--- src/rpm_defs.svh ---
`ifndef RPM_DEFS_SVH
`define RPM_DEFS_SVH

// ==========================================================================
// Register byte offsets on the APB word grid.
`define RPM_OFS_SYS_CTRL 12'h000
`define RPM_OFS_RESET_CAUSE 12'h004
`define RPM_OFS_WDOG 12'h008
`define RPM_OFS_MODE_STAT 12'h00C

// ==========================================================================
// Field positions.
`define RPM_BIT_SLEEP_UNLOCK 7
`define RPM_BIT_PCONF_EN 6
`define RPM_BIT_BUS_EN 5
`define RPM_BIT_WD_EN 4
`define RPM_BIT_SLEEP_REQ 7
`define RPM_CAUSE_LSB 1
`define RPM_CAUSE_WIDTH 5
`define RPM_BIT_SLEEP_HIST 0
`define RPM_MODE_LSB 1

// ==========================================================================
// Reset values, watchdog keys and limit.
`define RPM_CTRL_BIT_RST 1'b0
`define RPM_CAUSE_RST 5'h00
`define RPM_WD_COUNT_RST 4'h0
`define RPM_WD_KEY_ARM 4'hA
`define RPM_WD_KEY_FIRE 4'h3
`define RPM_WD_LIMIT 4'h8

`endif

--- src/rpm_pkg.sv ---
package rpm_pkg;

    // ======================================================================
    // Operating modes.
    typedef enum logic [1:0] {
        rpm_mode_active = 2'b00,
        rpm_mode_standby = 2'b01,
        rpm_mode_sleep = 2'b10
    } rpm_mode_t;

endpackage

--- src/rpm_wd_if.sv ---
`timescale 1ns/10ps
interface rpm_wd_if;
    logic key_write;
    logic [3:0] key_data;
    logic run;
    logic tick;
    logic [3:0] count;
    logic timeout;

    modport ctrl (output key_write, output key_data, output run, output tick,
                  input count, input timeout);
    modport wdog (input key_write, input key_data, input run, input tick,
                  output count, output timeout);
endinterface

--- src/rpm_watchdog.sv ---
`timescale 1ns/10ps
`include "rpm_defs.svh"
module rpm_watchdog import rpm_pkg::*; (
    input wire logic ref_clk,
    input wire logic cold_clear,
    rpm_wd_if.wdog wd
);
    logic armed_reg;
    logic [3:0] count_reg;

    // ======================================================================
    // Key sequence.
    // Arm then fire.
    always_ff @(posedge ref_clk) begin
        if (cold_clear) begin
            armed_reg <= 1'b0;
        end else if (wd.key_write) begin
            armed_reg <= (wd.key_data == `RPM_WD_KEY_ARM);
        end
    end

    // ======================================================================
    // Counter. A valid clear beats a tick in the same cycle.
    // Cold clears count.
    always_ff @(posedge ref_clk) begin
        if (cold_clear) begin
            count_reg <= `RPM_WD_COUNT_RST;
        end else if (wd.key_write && armed_reg && wd.key_data == `RPM_WD_KEY_FIRE) begin
            count_reg <= `RPM_WD_COUNT_RST;
        end else if (count_reg == `RPM_WD_LIMIT) begin
            count_reg <= `RPM_WD_COUNT_RST;
        end else if (wd.run && wd.tick) begin
            count_reg <= 4'(count_reg + 4'h1);
        end
    end

    assign wd.count = count_reg;
    // Timeout at eight.
    assign wd.timeout = (count_reg == `RPM_WD_LIMIT);
endmodule

--- src/rpm_reset_dist.sv ---
`timescale 1ns/10ps
module rpm_reset_dist (
    input wire logic ref_clk,
    input wire logic rst,
    input wire logic cold_src,
    input wire logic other_src,
    input wire logic pconf_en,
    input wire logic asleep,
    output logic reset_cold,
    output logic reset_system,
    output logic reset_pconf,
    output logic reset_sleep
);
    // ======================================================================
    // Registered so that all four resets release on the same edge.
    // Synchronous outputs.
    always_ff @(posedge ref_clk) begin
        if (rst) begin
            reset_cold <= 1'b1;
            reset_system <= 1'b1;
            reset_pconf <= 1'b1;
            reset_sleep <= 1'b1;
        end else begin
            // Cold from POR/pin.
            reset_cold <= cold_src;
            // System from any source.
            reset_system <= cold_src | other_src;
            // Pconf gated by enable.
            reset_pconf <= cold_src | (other_src & pconf_en);
            // Sleep reset sources.
            reset_sleep <= cold_src | asleep;
        end
    end
endmodule

--- src/rpm_manager.sv ---
// Function
// Power-on clears all bits, forces RC on, crystal off, holds CPU reset.
// Other resets clear system bits, pconf bits if enabled, reset CPU.
// Active mode lets processor and peripherals run.
// Halt stops CPU only; reset or enabled wake request ends standby.
// Sleep stops all clocks and peripherals; no time keeping.
// Sleep needs unlock bit first, then a separate sleep-request write.
// Sleep ends only on power-on, reset pin or port combination.
// Port combination wake keeps every cold-reset bit.
// Sleep history flag reads one after any sleep since cleared.
// Software places a no-operation after the sleep-entry write.
// Control bits 7..4: unlock, pconf, bus fault, watchdog; 3..0 zero.
// Watchdog enable cannot be cleared by software once set.
// Sleep request reads zero, cleared by system reset; bits 6,0 zero.
// Five cause flags in bits 5..1, cleared on read and cold reset; code clears them on any access and on power-on only, not the pin.
// Watchdog register: key written, count read, upper bits zero.
// Five reset sources plus software sleep request.
// Enabled bus fault causes a system reset.
// Cold reset from power-on and reset pin only.
// System reset from cold or any enabled source, never sleep.
// Pconf reset follows system reset when enabled; always on cold.
// Sleep reset during sleep and on power-on or reset pin.
// Sleep request asserts only the sleep reset.
// Key 0x0A then 0x03 clears watchdog; other writes cancel.
// Enabled watchdog resets the system when count reaches eight.
// Cause flags and resets are synchronous to the clock.
//
// The register offsets and the APB interface to the registers were chosen for this implementation.
`timescale 1ns/10ps
`include "rpm_defs.svh"
module rpm_manager import rpm_pkg::*; #(
    parameter int ADDR_WIDTH = 12
) (
    input wire logic ref_clk,
    input wire logic rst,
    input wire logic psel,
    input wire logic penable,
    input wire logic pwrite,
    input wire logic [ADDR_WIDTH-1:0] paddr,
    input wire logic [31:0] pwdata,
    output logic [31:0] prdata,
    output logic pready,
    output logic pslverr,
    input wire logic por_src,
    input wire logic reset_pin,
    input wire logic port_combination_reset,
    input wire logic cpu_bus_fault,
    input wire logic wdog_tick,
    input wire logic cpu_halt,
    input wire logic wake_request,
    output logic reset_cold,
    output logic reset_system,
    output logic reset_pconf,
    output logic reset_sleep,
    output logic cpu_run,
    output logic periph_clock_enable,
    output logic osc_default_force,
    output logic [1:0] operating_mode
);
    // ======================================================================
    // Declarations.
    rpm_mode_t mode_reg;
    rpm_mode_t mode_next;
    logic sleep_unlock_reg;
    logic port_cfg_reset_enable_reg;
    logic bus_fault_reset_enable_reg;
    logic watchdog_reset_enable_reg;
    logic sleep_request_reg;
    logic sleep_history_flag_reg;
    logic [`RPM_CAUSE_WIDTH-1:0] cause_reg;
    logic [`RPM_CAUSE_WIDTH-1:0] cause_set;
    logic [31:0] prdata_reg;
    logic [31:0] rd_word;
    logic setup_phase;
    logic access_phase;
    logic hit_ctrl;
    logic hit_cause;
    logic hit_wdog;
    logic hit_stat;
    logic mapped;
    logic wr_ctrl;
    logic wr_cause;
    logic wr_stat;
    logic cause_access;
    logic cold_clear;
    logic por_clear;
    logic asleep;
    logic wd_fire;
    logic bus_fire;
    logic other_src;
    logic wake_src;
    logic [ADDR_WIDTH-1:0] ofs_ctrl;
    logic [ADDR_WIDTH-1:0] ofs_cause;
    logic [ADDR_WIDTH-1:0] ofs_wdog;
    logic [ADDR_WIDTH-1:0] ofs_stat;

    rpm_wd_if wd ();

    // ======================================================================
    // Reset sources.
    // The pin is a cold source here, so control and watchdog bits fall
    // with it; cause flags only fall with power-on so the pin flags survive.
    // Cold source set.
    assign cold_clear = rst | por_src | reset_pin;
    assign por_clear = rst | por_src;
    // Sleep decode.
    assign asleep = (mode_reg == rpm_mode_sleep);

    // Watchdog and bus fault have no clock in sleep and must not wake it.
    // Enabled watchdog source.
    assign wd_fire = wd.timeout & watchdog_reset_enable_reg & ~asleep;
    // Enabled bus fault.
    assign bus_fire = cpu_bus_fault & bus_fault_reset_enable_reg & ~asleep;
    // Non-cold sources combined.
    assign other_src = port_combination_reset | wd_fire | bus_fire;
    // Only three wake events.
    assign wake_src = por_src | reset_pin | port_combination_reset;

    // The distributor registers every reset so that they all drop on one edge.
    // System from all sources.
    // Pconf gated by enable.
    // Sleep reset while asleep.
    // Sleep request only via asleep.
    rpm_reset_dist u_dist (
        .ref_clk(ref_clk),
        .rst(rst),
        .cold_src(por_src | reset_pin),
        .other_src(other_src),
        .pconf_en(port_cfg_reset_enable_reg),
        .asleep(asleep),
        .reset_cold(reset_cold),
        .reset_system(reset_system),
        .reset_pconf(reset_pconf),
        .reset_sleep(reset_sleep)
    );

    // ======================================================================
    // Watchdog.
    // Key writes forwarded.
    assign wd.key_write = access_phase & pwrite & hit_wdog;
    assign wd.key_data = pwdata[3:0];
    // Counts once enabled.
    // No counting in sleep.
    assign wd.run = watchdog_reset_enable_reg & ~asleep;
    assign wd.tick = wdog_tick;

    // Count and key.
    rpm_watchdog u_wdog (
        .ref_clk(ref_clk),
        .cold_clear(cold_clear),
        .wd(wd.wdog)
    );

    // ======================================================================
    // APB decode.
    assign ofs_ctrl = ADDR_WIDTH'(`RPM_OFS_SYS_CTRL);
    assign ofs_cause = ADDR_WIDTH'(`RPM_OFS_RESET_CAUSE);
    assign ofs_wdog = ADDR_WIDTH'(`RPM_OFS_WDOG);
    assign ofs_stat = ADDR_WIDTH'(`RPM_OFS_MODE_STAT);
    assign setup_phase = psel & ~penable;
    assign access_phase = psel & penable;
    assign hit_ctrl = (paddr == ofs_ctrl);
    assign hit_cause = (paddr == ofs_cause);
    assign hit_wdog = (paddr == ofs_wdog);
    assign hit_stat = (paddr == ofs_stat);
    assign mapped = hit_ctrl | hit_cause | hit_wdog | hit_stat;
    assign wr_ctrl = access_phase & pwrite & hit_ctrl;
    assign wr_cause = access_phase & pwrite & hit_cause;
    assign wr_stat = access_phase & pwrite & hit_stat;
    assign cause_access = access_phase & hit_cause;

    // Zero wait states; unmapped accesses are flagged and have no effect.
    // An unmapped register access is only answered with an error here; the
    // core's own out-of-map accesses arrive on the bus fault input instead.
    assign pready = 1'b1;
    assign pslverr = access_phase & ~mapped;

    // ======================================================================
    // System control register.
    // Cold-only control bits.
    always_ff @(posedge ref_clk) begin
        if (cold_clear) begin
            sleep_unlock_reg <= `RPM_CTRL_BIT_RST;
            port_cfg_reset_enable_reg <= `RPM_CTRL_BIT_RST;
            bus_fault_reset_enable_reg <= `RPM_CTRL_BIT_RST;
        end else if (wr_ctrl) begin
            sleep_unlock_reg <= pwdata[`RPM_BIT_SLEEP_UNLOCK];
            port_cfg_reset_enable_reg <= pwdata[`RPM_BIT_PCONF_EN];
            bus_fault_reset_enable_reg <= pwdata[`RPM_BIT_BUS_EN];
        end
    end

    // Enable is set-only.
    always_ff @(posedge ref_clk) begin
        if (cold_clear) begin
            watchdog_reset_enable_reg <= `RPM_CTRL_BIT_RST;
        end else if (wr_ctrl && pwdata[`RPM_BIT_WD_EN]) begin
            watchdog_reset_enable_reg <= 1'b1;
        end
    end

    // ======================================================================
    // Sleep request.
    // The request is consumed one edge after the mode enters sleep. A write while
    // locked is dropped, so a stray write cannot put the chip to sleep.
    // A request that meets a system reset in the same cycle is lost, so
    // software must repeat it once the reset has passed.
    always_ff @(posedge ref_clk) begin
        if (rst) begin
            sleep_request_reg <= 1'b0;
        // System reset clears it.
        end else if (reset_system || asleep) begin
            sleep_request_reg <= 1'b0;
        // Unlock must precede request.
        end else if (wr_cause && pwdata[`RPM_BIT_SLEEP_REQ] && sleep_unlock_reg) begin
            sleep_request_reg <= 1'b1;
        end
    end

    // ======================================================================
    // Operating mode.
    // A halt and a sleep request in one cycle resolve to sleep.
    always_comb begin
        mode_next = mode_reg;
        unique case (mode_reg)
            rpm_mode_active: begin
                if (sleep_request_reg) begin
                    mode_next = rpm_mode_sleep;
                // Halt enters standby.
                end else if (cpu_halt && !reset_system) begin
                    mode_next = rpm_mode_standby;
                end
            end
            rpm_mode_standby: begin
                // Reset or wake ends standby.
                if (reset_system || wake_request) begin
                    mode_next = rpm_mode_active;
                end
            end
            rpm_mode_sleep: begin
                // Leave sleep on wake events.
                if (wake_src) begin
                    mode_next = rpm_mode_active;
                end
            end
            default: begin
                mode_next = rpm_mode_active;
            end
        endcase
    end

    // Power-up in active.
    always_ff @(posedge ref_clk) begin
        if (rst) begin
            mode_reg <= rpm_mode_active;
        end else begin
            mode_reg <= mode_next;
        end
    end

    // ======================================================================
    // Sleep history flag, cleared by writing one; a set wins the clear.
    // History of sleep.
    always_ff @(posedge ref_clk) begin
        if (por_clear) begin
            sleep_history_flag_reg <= 1'b0;
        end else if (asleep) begin
            sleep_history_flag_reg <= 1'b1;
        end else if (wr_stat && pwdata[`RPM_BIT_SLEEP_HIST]) begin
            sleep_history_flag_reg <= 1'b0;
        end
    end

    // ======================================================================
    // Reset cause flags, low index first: pin asleep, pin, port, dog, bus.
    // Cause flag sources.
    assign cause_set[0] = reset_pin & asleep;
    assign cause_set[1] = reset_pin;
    assign cause_set[2] = port_combination_reset;
    assign cause_set[3] = wd_fire;
    assign cause_set[4] = bus_fire;

    // Any access clears, so read and write clears share one path.
    genvar gi;
    generate
        for (gi = 0; gi < `RPM_CAUSE_WIDTH; gi++) begin : g_cause
            // Port wake keeps flags.
            always_ff @(posedge ref_clk) begin
                if (por_clear) begin
                    cause_reg[gi] <= 1'(`RPM_CAUSE_RST >> gi);
                // Set wins over clear.
                end else if (cause_set[gi]) begin
                    cause_reg[gi] <= 1'b1;
                end else if (cause_access) begin
                    cause_reg[gi] <= 1'b0;
                end
            end
        end
    endgenerate

    // ======================================================================
    // Read path, captured in the setup phase.
    // Capturing before the access edge means a read that clears the cause
    // flags still returns them as they stood.
    always_comb begin
        rd_word = 32'h0000_0000;
        if (hit_ctrl) begin
            // Low nibble reads zero.
            rd_word[`RPM_BIT_SLEEP_UNLOCK] = sleep_unlock_reg;
            rd_word[`RPM_BIT_PCONF_EN] = port_cfg_reset_enable_reg;
            rd_word[`RPM_BIT_BUS_EN] = bus_fault_reset_enable_reg;
            rd_word[`RPM_BIT_WD_EN] = watchdog_reset_enable_reg;
        end else if (hit_cause) begin
            // Request bit reads zero.
            // Cause flags 5..1.
            rd_word[`RPM_CAUSE_LSB +: `RPM_CAUSE_WIDTH] = cause_reg;
        end else if (hit_wdog) begin
            // Count in low nibble.
            rd_word[3:0] = wd.count;
        end else if (hit_stat) begin
            // History and mode.
            rd_word[`RPM_BIT_SLEEP_HIST] = sleep_history_flag_reg;
            rd_word[`RPM_MODE_LSB +: 2] = mode_reg;
        end
    end

    always_ff @(posedge ref_clk) begin
        if (rst) begin
            prdata_reg <= 32'h0000_0000;
        end else if (setup_phase && !pwrite) begin
            prdata_reg <= rd_word;
        end
    end

    assign prdata = prdata_reg;

    // ======================================================================
    // Clock and core control.
    // Run only when active.
    // CPU held through system reset.
    assign cpu_run = (mode_reg == rpm_mode_active) & ~reset_system;
    // Sleep stops peripheral clocks.
    assign periph_clock_enable = ~asleep;
    // Oscillator defaults on power-on.
    assign osc_default_force = reset_cold;
    // The mode code is passed out unchanged for the clock block.
    assign operating_mode = mode_reg;
endmodule

--- config.mk ---
export PLATFORM = sky130hd
export DESIGN_NAME = rpm_manager
export DESIGN_NICKNAME = d
export VERILOG_FILES = /design/src/rpm_pkg.sv /design/src/rpm_wd_if.sv /design/src/rpm_watchdog.sv /design/src/rpm_reset_dist.sv /design/src/rpm_manager.sv
export VERILOG_INCLUDE_DIRS = /design/src
export SDC_FILE = /design/constraint.sdc
export NUM_CORES = 1
export LEC_CHECK = 0
export ABC_AREA = 0
export BUFFER_PORTS_ARGS = -buffer_cell sky130_fd_sc_hd__buf_2
export CAP_MARGIN = 20
export CORE_UTILIZATION = 43
export CTS_CLUSTER_SIZE = 10
export DETAILED_ROUTE_END_ITERATION = 8
export PLACE_DENSITY = 0.86
export SLEW_MARGIN = 5
export SYNTH_ARGS = -nofsm -noshare
export SYNTH_HDL_FRONTEND = slang
export SYNTH_SLANG_ARGS = --single-unit
export TNS_END_PERCENT = 10
--- constraint.sdc ---
create_clock -name ref_clk -period 2.09 [get_ports ref_clk]
set_clock_uncertainty 0.2 [all_clocks]
set_input_delay 0.5225 -clock ref_clk [delete_from_list [all_inputs] [get_ports ref_clk]]
set_output_delay 0.5225 -clock ref_clk [all_outputs]
set_load 0.03 [all_outputs]
==> flow_summary_export.csv <==
group,metric,value,unit
die,rows,22,
drt,avgRoutedWirePerCell,12.1,um
global_route,grt_pass1_vias,1344,
cells_and_area,final_cells,292,
drt,drt-total-wl,3530,um
yosys,synthCells,185,
power,switching_share,0.281,
timing,period_needed,2.05,ns
power,power.switching,0.348,mW
run,max-cap-violations,0,
global_route,grt_remaining_overflow,0,
cts,root_buffer,"clkbuf_8",
drt,drtIter0Drc,47,
yosys,synth-seq-area-share,0.367,
cells_and_area,largest_register_ffs,8,
yosys,netlist_area,0.00164,mm^2
cells_and_area,fin_util,0.541,
global_route,antenna_found_initial,0,
drt,drc,0,
hold_path,holdPathStages,2,
drt,vias,1436,
power,combPwrFrac,0.143,
critical_path,path_class,"input port to output pin",
yosys,synthTopCellsByArea,"dfxtp_1 (37%), buf_4 (12%), mux2i_1 (4.3%), nand2_1 (3.7%), a21oi_1 (3.4%)",
critical_path,crit_path_max_fanout,2,
hold_path,worstHoldStart,"prdata[1]$_SDFFE_PP0P_",
cells_and_area,diodes,0,
cts,cts_resized,0,
die,start_util,0.447,
cells_and_area,area_growth,21.0,%
critical_path,critPathMaxStageDelay,0.29,ns
placement,dp_cells,284,
timing,grt_setup_unrepaired,"no",
cts,htreeDepth,2,
power,p_leak,0.837,nW
drt,ant_nets,0,
critical_path,rr_worst_depth,6,
critical_path,cp_slowest_cell,"nor4_4",
die,die_area,0.00406,mm^2
critical_path,critPathBufInv,2,
cells_and_area,fin_nets,301,
global_route,grt_max_degree,14,
power,p_clk_frac,0.389,
yosys,synthArstFlopShare,0,
drt,post_drt_via_cell_ratio,4.92,
cts,cts_tree,"built",
timing,hold_violations,0,
placement,gp_congestion,0.821,
hold_path,hold_class,"flop to flop",
cts,insertion_delay,0.28,ns
power,p_int,0.891,mW
yosys,ys_ff_latch,30,
global_route,grt_pass1_wl,5920,um
critical_path,arrival,1.33,ns
timing,finalSetupViolCount,0,
timing,fmax,488,MHz
critical_path,rr_endpoint,"u_wdog.wd.count[3]$_SDFFE_PP0P_",
cells_and_area,drive_above_1_share,0.328,
critical_path,path_cells,"buf_2 > nor4_4 > and3_4 > nor2_2 > buf_6",
yosys,synth.top_cell.area_share,0.367,
cts,tritoncts.num_buffers,5,
hold_path,holdPathEnd,"prdata[1]$_SDFFE_PP0P_",
power,p_total,1.24,mW
die,fp.dieW,63.7,um
yosys,syn_area_per_cell,8.85,um^2
power,p_seq_frac,0.468,
yosys,ys.flop_type,"dfxtp_1",
placement,portBuffers,49,
yosys,synth_cell_types,45,
power,powerDensity,626,mW/mm^2
global_route,grt_usage,0.191,
critical_path,cp.required,1.37,ns
placement,place_ws,0.0121,ns
power,ir_worst_vdd,369,uV
timing,fin_ws,0.0422,ns
die,core,0.00366,mm^2
critical_path,cp-end-kind,"output pin",
timing,drv_slew,0,
drt,drtPass1Iterations,4,
cts,path_clk_slew,0.06,ns
timing,post-route-period-util,0.980,
critical_path,cp_top_family,"simple AND/OR/NAND/NOR gates",
timing,tns,0,ns
run_status,status,"finished, final reports clean",
cts,cts_sinks,30,
cts,cts.path.max_buffers,2,
cts,hold_buffers,0,
critical_path,r2r-start,"operating_mode[1]$_SDFFE_PP0P_",
die,pin_count,99,
yosys,yosys_warnings,0,
yosys,synth_largest_area_cell,"dfxtp_1",
yosys,synth_edf_count,0,
die,die_y,63.7,um
placement,place_hpwl,2780,um
cts,post_cts_buffers,0,
critical_path,cp-start-kind,"input port",
critical_path,r2r_setup_slack,0.45,ns
cells in the final DEF (no fill, tap or decap), types with 3 or more instances in the layout:
master and instances:
o2bb2ai_1 4, o21ai_0 6, nand3_1 8, o21ai_1 6
nand4_1 4, inv_1 5, nand2_1 16, a31oi_1 4
conb_1 25, clkbuf_8 6, buf_4 9, buf_2 47
mux2i_1 7, nor3_1 3, a21oi_1 11, dfxtp_1 30
nor2_1 11
kinds of logic (layout without fill, tap and decap cells):
family                   Yosys count  in the layout  share of synthesized area
XOR/XNOR                           2              2                     0.0107
adder cells (fa/ha/maj)            2              2                     0.0153
buffers and inverters             37             73                      0.157
AO/OA/AOI/OAI                     36             36                      0.148
flip-flops                        30             30                      0.367
other                              2             25                    0.00459
AND/OR/NAND/NOR                   69             69                      0.254
multiplexers                       7              7                     0.0428
cell type report:
class / instances / area [um^2]
Sequential cell: 30 / 601
Tap cell: 48 / 60.1
Timing Repair Buffer: 58 / 325
Inverter: 7 / 27.5
Clock inverter: 2 / 12.5
Clock buffer: 6 / 82.6
Fill cell: 343 / 1680
Multi-Input combinational cell: 141 / 872
worst min-delay path: stages, from the launching register on:
cell and delay [ns]:
dfxtp_1 0.31, nand2_1 0.05, a21oi_1 0.05
worst max path at each step:
stage | start | end | slack, ns | cells after the start
after CTS | paddr[7] | pslverr | 0.01 | 5
after floorplan | paddr[1] | pslverr | 0.06 | 5
after detailed placement | paddr[7] | pslverr | 0.01 | 5
after global routing | paddr[7] | pslverr | 0.008 | 5
after global placement | paddr[1] | pslverr | 0.004 | 5
final | paddr[7] | pslverr | 0.04 | 5
power groups by stage:
stage	combinational [mW]	sequential, mW	clock [mW]
floorplan	0.141	0.598	0
global placement	0.171	0.592	0
detailed placement	0.172	0.592	0
CTS	0.173	0.580	0.487
global route	0.189	0.580	0.520
finish	0.177	0.580	0.482
cells in the mapped netlist, types with 2 or more instances:
cell	count
buf_4	26
o21ai_0	6
nor2b_1	2
nand2_1	16
nor3_1	3
mux2i_1	7
nor4bb_1	2
dfxtp_1	30
a21oi_1	11
ha_1	2
o21ai_1	6
nand4_1	4
xnor2_1	2
nor2_1	12
nor3b_1	2
nor4_4	2
conb_1	2
inv_1	5
nor4_1	2
a22o_1	2
nand2b_1	2
nand3_1	8
and3_1	3
o2bb2ai_1	4
a31oi_1	4
per-stage QoR:
step | instance area [um^2] | hold slack (ns)
floorplan | 1730 | 0.232
global route | 1980 | 0.277
CTS | 1960 | 0.250
finish | 1980 | 0.246
global placement | 1870 | 0.238
detailed placement | 1870 | 0.242
per-layer routing:
| metal | vias to the layer above | part of all wire | track usage |
|---|---|---|---|
| met5 | - | 0 | 0 |
| met2 | 54 | 0.50 | 0.335 |
| met3 | 10 | 0.052 | 0.0598 |
| met4 | 0 | 0.023 | 0.0824 |
| li1 | 720 | - | - |
| met1 | 652 | 0.43 | 0.210 |
No activity file was read; power rests on OpenSTA's default activity.
